$ cat src/design/uport_pkg.sv
// Summary of operation
// - flag: input pin, transition; irq also unmasked
// - bit n of each pin register is pin n; summary bit 0 is the port
// - reading change flags clears those shown
// - masked events stay pending, hidden unless visible
// - unmasking a pending pin raises its interrupt
// - visible masked flags never drive irq/summary
// - repeated transitions give one request per pin
// - mask one disables, zero enables
// - mask resets to all ones
// - direction zero output, one input
// - direction resets to all inputs
// - change flags read at both channel addresses
// - change mask written at both channel addresses
// - direction read/write at both channel addresses
// - pin value reads pins, writes outputs only
// - visibility bit one shows masked flags
package uport_pkg;
	localparam int PIN_COUNT = 8;
	localparam int ADDR_W = 7;
	typedef logic [ADDR_W-1:0] addr_t;
	typedef logic [PIN_COUNT-1:0] data_t;

	localparam addr_t CHAN_B_OFFSET = 7'h40;
	localparam addr_t OFF_IRQ_SUMMARY = 7'h38;
	localparam addr_t OFF_IRQ_PORT_CONFIG = 7'h39;
	localparam addr_t OFF_PIN_LEVEL_VALUE = 7'h3C;
	localparam addr_t OFF_PIN_CHANGE = 7'h3D;
	localparam addr_t OFF_PIN_DIRECTION = 7'h3E;

	localparam data_t MASK_RESET = 8'hFF;
	localparam data_t DIRECTION_RESET = 8'hFF;
	localparam data_t PORT_CONFIG_RESET = 8'h00;
	localparam data_t PIN_OUT_RESET = 8'h00;
	localparam data_t PORT_CONFIG_USED = 8'h9F;
	localparam int SUMMARY_PORT_BIT = 0;
	localparam int VIS_BIT = 7;

	localparam int CLOCK_PERIOD_NS = 100;
	localparam int MIN_PULSE_NS = 20;
	localparam int MIN_PULSE_CYCLES_RAW =
		(MIN_PULSE_NS + CLOCK_PERIOD_NS - 1) / CLOCK_PERIOD_NS;
	localparam int MIN_PULSE_CYCLES =
		(MIN_PULSE_CYCLES_RAW < 1) ? 1 : MIN_PULSE_CYCLES_RAW;
	localparam int SYNC_STAGES = 2;

	typedef struct packed {
		logic masked_flags_visible;
		logic [1:0] reserved_zero;
		logic [4:0] other_config;
	} irq_port_config_t;
endpackage : uport_pkg

$ cat src/design/uport_pin_change.sv
// Chosen here: the strobed register port.
`timescale 1ns/1ns
`default_nettype none
module uport_pin_change (
	input wire logic CLOCK_I,
	input wire logic RESET_I,
	input wire uport_pkg::addr_t ADDR_I,
	input wire uport_pkg::data_t WR_DATA_I,
	input wire logic WR_I,
	input wire logic RD_I,
	output logic [7:0] RD_DATA_O,
	output logic IRQ_O,
	input wire uport_pkg::data_t PORT_PIN_I,
	output logic [7:0] PORT_PIN_O,
	output logic [7:0] PORT_PIN_OE_O
);
	import uport_pkg::*;

	// both channel windows reach the same register
	function automatic logic hits(input addr_t a, input addr_t off);
		hits = (a == off) || (a == (off | CHAN_B_OFFSET));
	endfunction : hits

	data_t pin_change_mask;
	data_t pin_direction_config;
	data_t pending;
	data_t pin_out;
	data_t pin_meta;
	data_t pin_sync;
	data_t pin_prev;
	data_t pin_change;
	data_t shown;
	data_t unmasked;
	data_t global_irq_summary;
	irq_port_config_t irq_port_config;
	logic sync_valid;
	logic [SYNC_STAGES:0] prime;
	logic wr_mask;
	logic wr_dir;
	logic wr_pins;
	logic wr_cfg;
	logic rd_flags;
	data_t next_pending;
	data_t next_rd_data;

	always_comb
	begin
		wr_mask = WR_I && hits(ADDR_I, OFF_PIN_CHANGE);
		wr_dir = WR_I && hits(ADDR_I, OFF_PIN_DIRECTION);
		wr_pins = WR_I && hits(ADDR_I, OFF_PIN_LEVEL_VALUE);
		wr_cfg = WR_I && hits(ADDR_I, OFF_IRQ_PORT_CONFIG);
		rd_flags = RD_I && hits(ADDR_I, OFF_PIN_CHANGE);
	end

	// two-flop synchroniser; a pulse shorter than one clock may be missed
	always_ff @(posedge CLOCK_I or posedge RESET_I)
	begin
		if (RESET_I)
		begin
			pin_meta <= 8'h00;
			pin_sync <= 8'h00;
		end
		else
		begin
			pin_meta <= PORT_PIN_I;
			pin_sync <= pin_meta;
		end
	end

	// previous sample; detection waits until the synchroniser holds real
	// pin levels, so a pin held high through reset gives no false edge
	always_ff @(posedge CLOCK_I or posedge RESET_I)
	begin
		if (RESET_I)
		begin
			pin_prev <= 8'h00;
			prime <= '0;
		end
		else
		begin
			pin_prev <= pin_sync;
			prime <= {prime[SYNC_STAGES-1:0], 1'b1};
		end
	end

	always_comb
	begin
		sync_valid = prime[SYNC_STAGES];
		// only pins configured as inputs report transitions
		pin_change = sync_valid ? ((pin_sync ^ pin_prev) &
			pin_direction_config) : 8'h00;
		unmasked = pending & ~pin_change_mask;
		// masked events are shown only with the visibility bit
		shown = pending & (~pin_change_mask |
			{PIN_COUNT{irq_port_config.masked_flags_visible}});
		global_irq_summary = 8'h00;
		global_irq_summary[SUMMARY_PORT_BIT] = |unmasked;
	end

	// read clears only what was shown, so hidden pending events survive;
	// an edge in the clearing cycle wins over the clear
	always_comb
	begin
		next_pending = pending;
		if (rd_flags)
		begin
			next_pending = pending & ~shown;
		end
		next_pending = next_pending | pin_change;
	end

	always_ff @(posedge CLOCK_I or posedge RESET_I)
	begin
		if (RESET_I)
		begin
			pending <= 8'h00;
		end
		else
		begin
			pending <= next_pending;
		end
	end

	always_ff @(posedge CLOCK_I or posedge RESET_I)
	begin
		if (RESET_I)
		begin
			pin_change_mask <= MASK_RESET;
		end
		else if (wr_mask)
		begin
			pin_change_mask <= WR_DATA_I;
		end
	end

	always_ff @(posedge CLOCK_I or posedge RESET_I)
	begin
		if (RESET_I)
		begin
			pin_direction_config <= DIRECTION_RESET;
			PORT_PIN_OE_O <= ~DIRECTION_RESET;
		end
		else if (wr_dir)
		begin
			pin_direction_config <= WR_DATA_I;
			PORT_PIN_OE_O <= ~WR_DATA_I;
		end
	end

	// outputs take written bits, input positions keep their old value
	always_ff @(posedge CLOCK_I or posedge RESET_I)
	begin
		if (RESET_I)
		begin
			pin_out <= PIN_OUT_RESET;
		end
		else if (wr_pins)
		begin
			pin_out <= (pin_out & pin_direction_config) |
				(WR_DATA_I & ~pin_direction_config);
		end
	end

	always_comb
	begin
		PORT_PIN_O = pin_out;
	end

	always_ff @(posedge CLOCK_I or posedge RESET_I)
	begin
		if (RESET_I)
		begin
			irq_port_config <= irq_port_config_t'(PORT_CONFIG_RESET);
		end
		else if (wr_cfg)
		begin
			irq_port_config <=
				irq_port_config_t'(WR_DATA_I & PORT_CONFIG_USED);
		end
	end

	// irq follows unmasked pending one cycle later, masked never count
	always_ff @(posedge CLOCK_I or posedge RESET_I)
	begin
		if (RESET_I)
		begin
			IRQ_O <= 1'b0;
		end
		else
		begin
			IRQ_O <= |unmasked;
		end
	end

	always_comb
	begin
		next_rd_data = 8'h00;
		if (hits(ADDR_I, OFF_PIN_CHANGE))
		begin
			next_rd_data = shown;
		end
		else if (hits(ADDR_I, OFF_PIN_DIRECTION))
		begin
			next_rd_data = pin_direction_config;
		end
		else if (hits(ADDR_I, OFF_PIN_LEVEL_VALUE))
		begin
			// synchronised level of every pin, output or input
			next_rd_data = pin_sync;
		end
		else if (hits(ADDR_I, OFF_IRQ_PORT_CONFIG))
		begin
			next_rd_data = data_t'(irq_port_config);
		end
		else if (hits(ADDR_I, OFF_IRQ_SUMMARY))
		begin
			next_rd_data = global_irq_summary;
		end
	end

	// read data stand only in the cycle after the strobe
	always_ff @(posedge CLOCK_I or posedge RESET_I)
	begin
		if (RESET_I)
		begin
			RD_DATA_O <= 8'h00;
		end
		else if (RD_I)
		begin
			RD_DATA_O <= next_rd_data;
		end
		else
		begin
			RD_DATA_O <= 8'h00;
		end
	end

	irq_follow_a: assert property (
		@(posedge CLOCK_I) disable iff (RESET_I)
		##1 (IRQ_O == $past(|(pending & ~pin_change_mask))))
		else $error("irq does not follow unmasked pending flags");

	edge_flag_a: assert property (
		@(posedge CLOCK_I) disable iff (RESET_I)
		(|(pin_change & ~pin_change_mask)) && !wr_mask
		|=> ##1 IRQ_O)
		else $error("unmasked input transition raised no irq");

	read_clear_a: assert property (
		@(posedge CLOCK_I) disable iff (RESET_I)
		rd_flags && (pin_change == 8'h00)
		|=> ((pending & $past(shown)) == 8'h00))
		else $error("flag read left shown bits set");

	hidden_keep_a: assert property (
		@(posedge CLOCK_I) disable iff (RESET_I)
		rd_flags && !irq_port_config.masked_flags_visible
		|=> ((pending & $past(pending & pin_change_mask)) ==
			$past(pending & pin_change_mask)))
		else $error("masked pending event lost on read");

	unmask_raise_a: assert property (
		@(posedge CLOCK_I) disable iff (RESET_I)
		wr_mask && (|(pending & ~WR_DATA_I)) ##1 (!rd_flags && !wr_mask)
		|=> IRQ_O)
		else $error("unmasking pending pin raised no irq");

	masked_quiet_a: assert property (
		@(posedge CLOCK_I) disable iff (RESET_I)
		((pending & ~pin_change_mask) == 8'h00) |=>
		!IRQ_O && (global_irq_summary == 8'h00 ||
			$past(pending & ~pin_change_mask) != 8'h00 ||
			!$stable(pending) || !$stable(pin_change_mask)))
		else $error("masked flags drove irq");

	single_request_a: assert property (
		@(posedge CLOCK_I) disable iff (RESET_I)
		!rd_flags |=> ((pending & $past(pending)) == $past(pending)))
		else $error("pending flag dropped without a read");

	flags_read_a: assert property (
		@(posedge CLOCK_I) disable iff (RESET_I)
		rd_flags |=> (RD_DATA_O == $past(shown)))
		else $error("flag read returned wrong data");

	dir_read_a: assert property (
		@(posedge CLOCK_I) disable iff (RESET_I)
		RD_I && hits(ADDR_I, OFF_PIN_DIRECTION)
		|=> (RD_DATA_O == $past(pin_direction_config)))
		else $error("direction read returned wrong data");

	pin_enable_a: assert property (
		@(posedge CLOCK_I) disable iff (RESET_I)
		PORT_PIN_OE_O == ~pin_direction_config)
		else $error("output enable disagrees with direction");

	pin_write_a: assert property (
		@(posedge CLOCK_I) disable iff (RESET_I)
		wr_pins |=> (PORT_PIN_O == (($past(pin_out) &
			$past(pin_direction_config)) |
			($past(WR_DATA_I) & ~$past(pin_direction_config)))))
		else $error("pin write touched an input position");

	input_detect_a: assert property (
		@(posedge CLOCK_I) disable iff (RESET_I)
		sync_valid && (pin_sync != pin_prev) &&
			((pin_sync ^ pin_prev) & pin_direction_config) != 8'h00
		|=> ((pending & $past(pin_change)) == $past(pin_change)))
		else $error("transition on an input pin not recorded");

	pulse_span_a: assert property (
		@(posedge CLOCK_I) disable iff (RESET_I)
		$changed(PORT_PIN_I) |-> ##(MIN_PULSE_CYCLES + SYNC_STAGES)
			(pin_sync == $past(PORT_PIN_I, 2)))
		else $error("synchroniser delay differs from two stages");

	new_set_a: assert property (
		@(posedge CLOCK_I) disable iff (RESET_I)
		1'b1 |=> ((pending & ~$past(pending) &
			~$past(pin_direction_config)) == 8'h00))
		else $error("flag set on an output pin");

	mask_write_a: assert property (
		@(posedge CLOCK_I) disable iff (RESET_I)
		wr_mask |=> (pin_change_mask == $past(WR_DATA_I)))
		else $error("mask write not taken");

	dir_write_a: assert property (
		@(posedge CLOCK_I) disable iff (RESET_I)
		wr_dir |=> (pin_direction_config == $past(WR_DATA_I)))
		else $error("direction write not taken");

	cfg_write_a: assert property (
		@(posedge CLOCK_I) disable iff (RESET_I)
		wr_cfg |=> (data_t'(irq_port_config) ==
			($past(WR_DATA_I) & PORT_CONFIG_USED)))
		else $error("port config write not taken");

	hidden_read_a: assert property (
		@(posedge CLOCK_I) disable iff (RESET_I)
		rd_flags && !irq_port_config.masked_flags_visible
		|=> ((RD_DATA_O & $past(pin_change_mask)) == 8'h00))
		else $error("masked flag shown while hidden");

	visible_read_a: assert property (
		@(posedge CLOCK_I) disable iff (RESET_I)
		rd_flags && irq_port_config.masked_flags_visible
		|=> (RD_DATA_O == $past(pending)))
		else $error("visible read hid a pending flag");

	summary_read_a: assert property (
		@(posedge CLOCK_I) disable iff (RESET_I)
		RD_I && hits(ADDR_I, OFF_IRQ_SUMMARY)
		|=> (RD_DATA_O[SUMMARY_PORT_BIT] ==
			$past(|(pending & ~pin_change_mask))))
		else $error("summary disagrees with unmasked flags");

	read_idle_a: assert property (
		@(posedge CLOCK_I) disable iff (RESET_I)
		!RD_I |=> (RD_DATA_O == 8'h00))
		else $error("read data outside the read cycle");

	pin_hold_a: assert property (
		@(posedge CLOCK_I) disable iff (RESET_I)
		!wr_pins |=> $stable(PORT_PIN_O))
		else $error("output pins changed without a write");

	level_read_a: assert property (
		@(posedge CLOCK_I) disable iff (RESET_I)
		RD_I && hits(ADDR_I, OFF_PIN_LEVEL_VALUE)
		|=> (RD_DATA_O == $past(pin_sync)))
		else $error("pin level read returned wrong data");

	// an edge in the clearing cycle must survive the clear
	event_survive_a: assert property (
		@(posedge CLOCK_I) disable iff (RESET_I)
		rd_flags && (|(pin_change & shown))
		|=> ((pending & $past(pin_change)) == $past(pin_change)))
		else $error("edge in the clearing cycle was lost");
endmodule : uport_pin_change
`default_nettype wire

$ cat config.mk
export PLATFORM = sky130hd
export DESIGN_NAME = uport_pin_change
export DESIGN_NICKNAME = d
export VERILOG_FILES = /design/src/design/uport_pkg.sv /design/src/design/uport_pin_change.sv
export SDC_FILE = /design/constraint.sdc
export NUM_CORES = 1
export LEC_CHECK = 0
export BUFFER_PORTS_ARGS = -buffer_cell sky130_fd_sc_hd__buf_2
export CORE_MARGIN = 5
export CORE_UTILIZATION = 41
export DETAILED_ROUTE_END_ITERATION = 10
export GPL_TIMING_DRIVEN = 1
export PLACE_DENSITY = 0.72
export SYNTH_ARGS = -nofsm -noshare
export SYNTH_HDL_FRONTEND = slang
export SYNTH_SLANG_ARGS = --single-unit
$ cat constraint.sdc
create_clock -name CLOCK_I -period 3.97 [get_ports CLOCK_I]
set_clock_uncertainty 0.2 [all_clocks]
set_input_delay 0.794 -clock CLOCK_I [delete_from_list [all_inputs] [get_ports CLOCK_I]]
set_output_delay 0.794 -clock CLOCK_I [all_outputs]
set_load 0.005 [all_outputs]
==> impl_metrics.env <==
export IMPL_synth_ff_latch_count=82
export IMPL_timing_setup_tns_ps=0
export IMPL_dr_pass1_iters=4
export IMPL_endpoints_failing_setup=0
export IMPL_final_common_cell="dfrtp_1"
export IMPL_synthesis_yosys_warnings=0
export IMPL_grt_setup_unrepaired="no"
export IMPL_global_route_usage_met3_pct=4.17
export IMPL_io_buffers=50
export IMPL_grt_overflow_total=0
export IMPL_yosysSeqAreaShare_pct=62.6
export IMPL_clk_pin_slew_ps=70
export IMPL_floorplan_core_area_mm2=0.00781
export IMPL_globalplace_congestion=0.836
export IMPL_cp_required_ps=4010
export IMPL_drc_errors=0
export IMPL_die_h_um=99.9
export IMPL_cts_sink_cnt=82
export IMPL_period_minus_slack_ps=2120
export IMPL_grt_use_met2_pct=21.8
export IMPL_synthFlopType="dfrtp_1"
export IMPL_timing_slew_headroom_pct=50.3
export IMPL_initial_core_utilization_pct=42.4
export IMPL_fill_cells=693
export IMPL_postSynth_asyncResetShare_pct=100
export IMPL_min_path_type="reg2reg"
export IMPL_num_antenna_cells=0
export IMPL_placementRows=32
export IMPL_clockRootBuffer="clkbuf_8"
export IMPL_cts_buffers_inserted=9
export IMPL_number_of_h_tree_branching_levels=3
export IMPL_die_w_um=99.9
export IMPL_num_vias=2005
export IMPL_detailedRoute_firstIterationViolations=96
export IMPL_vias_per_cell=4.99
export IMPL_dpl_cell_count=386
export IMPL_number_of_global_route_vias_before_repair=2103
export IMPL_grt_start_max_net_pins=46
export IMPL_power_ir_vdd_worst_uv=260
export IMPL_clock_tree_buffer_depth=2
export IMPL_critical_path_arrival_ps=2160
export IMPL_nets=322
export IMPL_final_min_period_over_clock_period_pct=53.5
export IMPL_area_growth_pct=16.7
export IMPL_hold_buffers_post_cts=0
export IMPL_antenna_violating_nets_post_route=0
export IMPL_drv_cap=0
export IMPL_tritoncts="yes"
export IMPL_placement_setup_worst_slack_ps=1460
export IMPL_synth_cells=239
export IMPL_power_leakage_nw=1.84
export IMPL_hpwl_mm=4.54
export IMPL_status="complete, no violations"
export IMPL_synth_edff_count=0
export IMPL_insertion_delay_ps=360
export IMPL_synthesis_area_per_instance_um2=13.9
export IMPL_final_max_slew_viol_count=0
export IMPL_grt_pass1_wl_mm=10.8
export IMPL_drt_total_wl_mm=6.48
export IMPL_cts_resized_gates=0
export IMPL_grt_busiest_layer="met2"
export IMPL_netlist_cell_type_count=38
export IMPL_commonest_non_fill_non_tap_cells_in_the_layout="dfrtp_1 (66), buf_2 (50), mux2_2 (26)"
export IMPL_initial_antenna_violation_count=0
export IMPL_nets_in_the_synthesized_netlist=266
export IMPL_fin_ws_ps=1850
export IMPL_worstPathMaxFanout=8
export IMPL_worst_setup_path_end_kind="flop"
export IMPL_finish_cell_count_without_fillers=402
export IMPL_met1_usage_pct=18.4
export IMPL_crit_path_start_kind="input port"
export IMPL_grt_util_overall_pct=14.1
export IMPL_max_freq_mhz=471
export IMPL_power_per_cell_area_mw_per_mm2=486
export IMPL_fp_dieArea_mm2=0.00997
export IMPL_setup_worst_path_class="in2reg"
export IMPL_avgRoutedWirePerCell_um=16.1
export IMPL_final_layout_size_suffix_gt1_share_pct=43.0
export IMPL_fin_hold_ws_ps=151
export IMPL_io_pin_count=52
export IMPL_cts_setup_buffers=0
export IMPL_synthesis_area_mm2=0.00331
export IMPL_final_hold_violation_count=0
export IMPL_worst_slew_pin_transition_ps=745
metal layers:
layer | wire (µm) | part of all wire (%)
met1 | 2890 | 45
met2 | 3090 | 48
met3 | 380 | 5.9
met4 | 122 | 1.9
met5 | 0 | 0
cells by family (layout without fill, tap and decap cells):
family	count (synthesis)	count (layout)	synth area share (%)
and+or+nand+nor	55	55	10.5
AOI/OAI and AO/OA	41	41	8.73
other	1	1	0.113
xor gates and xnor gates	8	8	2.12
buffers and inverters	16	77	2.53
DFF	82	82	62.6
muxes	36	36	13.4
where the power goes:
| group | leakage [nW] | internal (mW) | switching [mW] | total [mW] |
|---|---|---|---|---|
| combinational | 0.749 | 0.124 | 0.105 | 0.229 |
| clock | 0.107 | 0.342 | 0.280 | 0.622 |
| sequential | 0.983 | 0.954 | 0.0734 | 1.03 |
| total | 1.84 | 1.42 | 0.459 | 1.88 |
registers in the layout, summed over array words and instances (netlist names), named ones only:
name and count:
PORT_PIN_OE_O 8, RD_DATA_O 8, pending 8, pin_change_mask 8, pin_direction_config 8, pin_meta 8
pin_prev 8, pin_sync 8, irq_port_config 6, prime 3, IRQ_O 1
worst paths after layout:
path                        startpoint                  to  slack [ps]  cells past startpoint
hold / removal             pin_meta[5]         pin_sync[5]         150                      0
setup / recovery             ADDR_I[4]                flop        1850                      5
hold reg to reg            pin_meta[5]         pin_sync[5]         150                      0
min in group asynchronous      RESET_I         pin_meta[3]         330                      2
max in group asynchronous      RESET_I  pin_change_mask[1]        2440                      3
setup reg to reg            pending[5]        RD_DATA_O[0]        2340                      4
Yosys cell counts (2+ instances only):
| cell | n | share of area (%) |
|---|---|---|
| o21ai_0 | 13 | 2.0 |
| a32oi_1 | 5 | 1.3 |
| a2bb2oi_1 | 2 | 0.53 |
| nand2_1 | 18 | 2.0 |
| a32o_1 | 8 | 2.4 |
| mux2_4 | 10 | 4.5 |
| nand2b_1 | 9 | 1.7 |
| clkbuf_1 | 2 | 0.23 |
| buf_6 | 3 | 1.0 |
| dfrtp_1 | 66 | 50 |
| o22ai_1 | 4 | 0.76 |
| dfstp_2 | 16 | 13 |
| inv_1 | 9 | 1.0 |
| nand2_2 | 2 | 0.38 |
| mux2_2 | 26 | 8.8 |
| a21oi_1 | 5 | 0.76 |
| nor2_1 | 13 | 1.5 |
| xor2_1 | 8 | 2.1 |
final cells by class:
type | instances | area [µm²] | share of cell area, %
Clock buffer | 14 | 173 | 4.47
Clock inverter | 2 | 35.0 | 0.907
Inverter | 9 | 35.0 | 0.907
Multi-Input combinational cell | 141 | 1150 | 29.9
Sequential cell | 82 | 2070 | 53.6
Tap cell | 102 | 128 | 3.30
Timing Repair Buffer | 52 | 265 | 6.87
stage by stage:
stage / power (mW) / cell area (µm²) / util, %
floorplan: 1.18 / 3310 / -
detailed placement: 1.27 / 3650 / 46.8
global route: 1.97 / 3860 / 49.5
CTS: 1.90 / 3860 / 49.5
global placement: 1.26 / 3650 / 46.8
finish: 1.88 / 3860 / 49.5
critical path, stage by stage:
cell	delay [ps]
buf_2	110
and3_1	310
nand4b_2	370
nor2_1	220
mux2_2	350
Power figures use the tool's default switching activity.
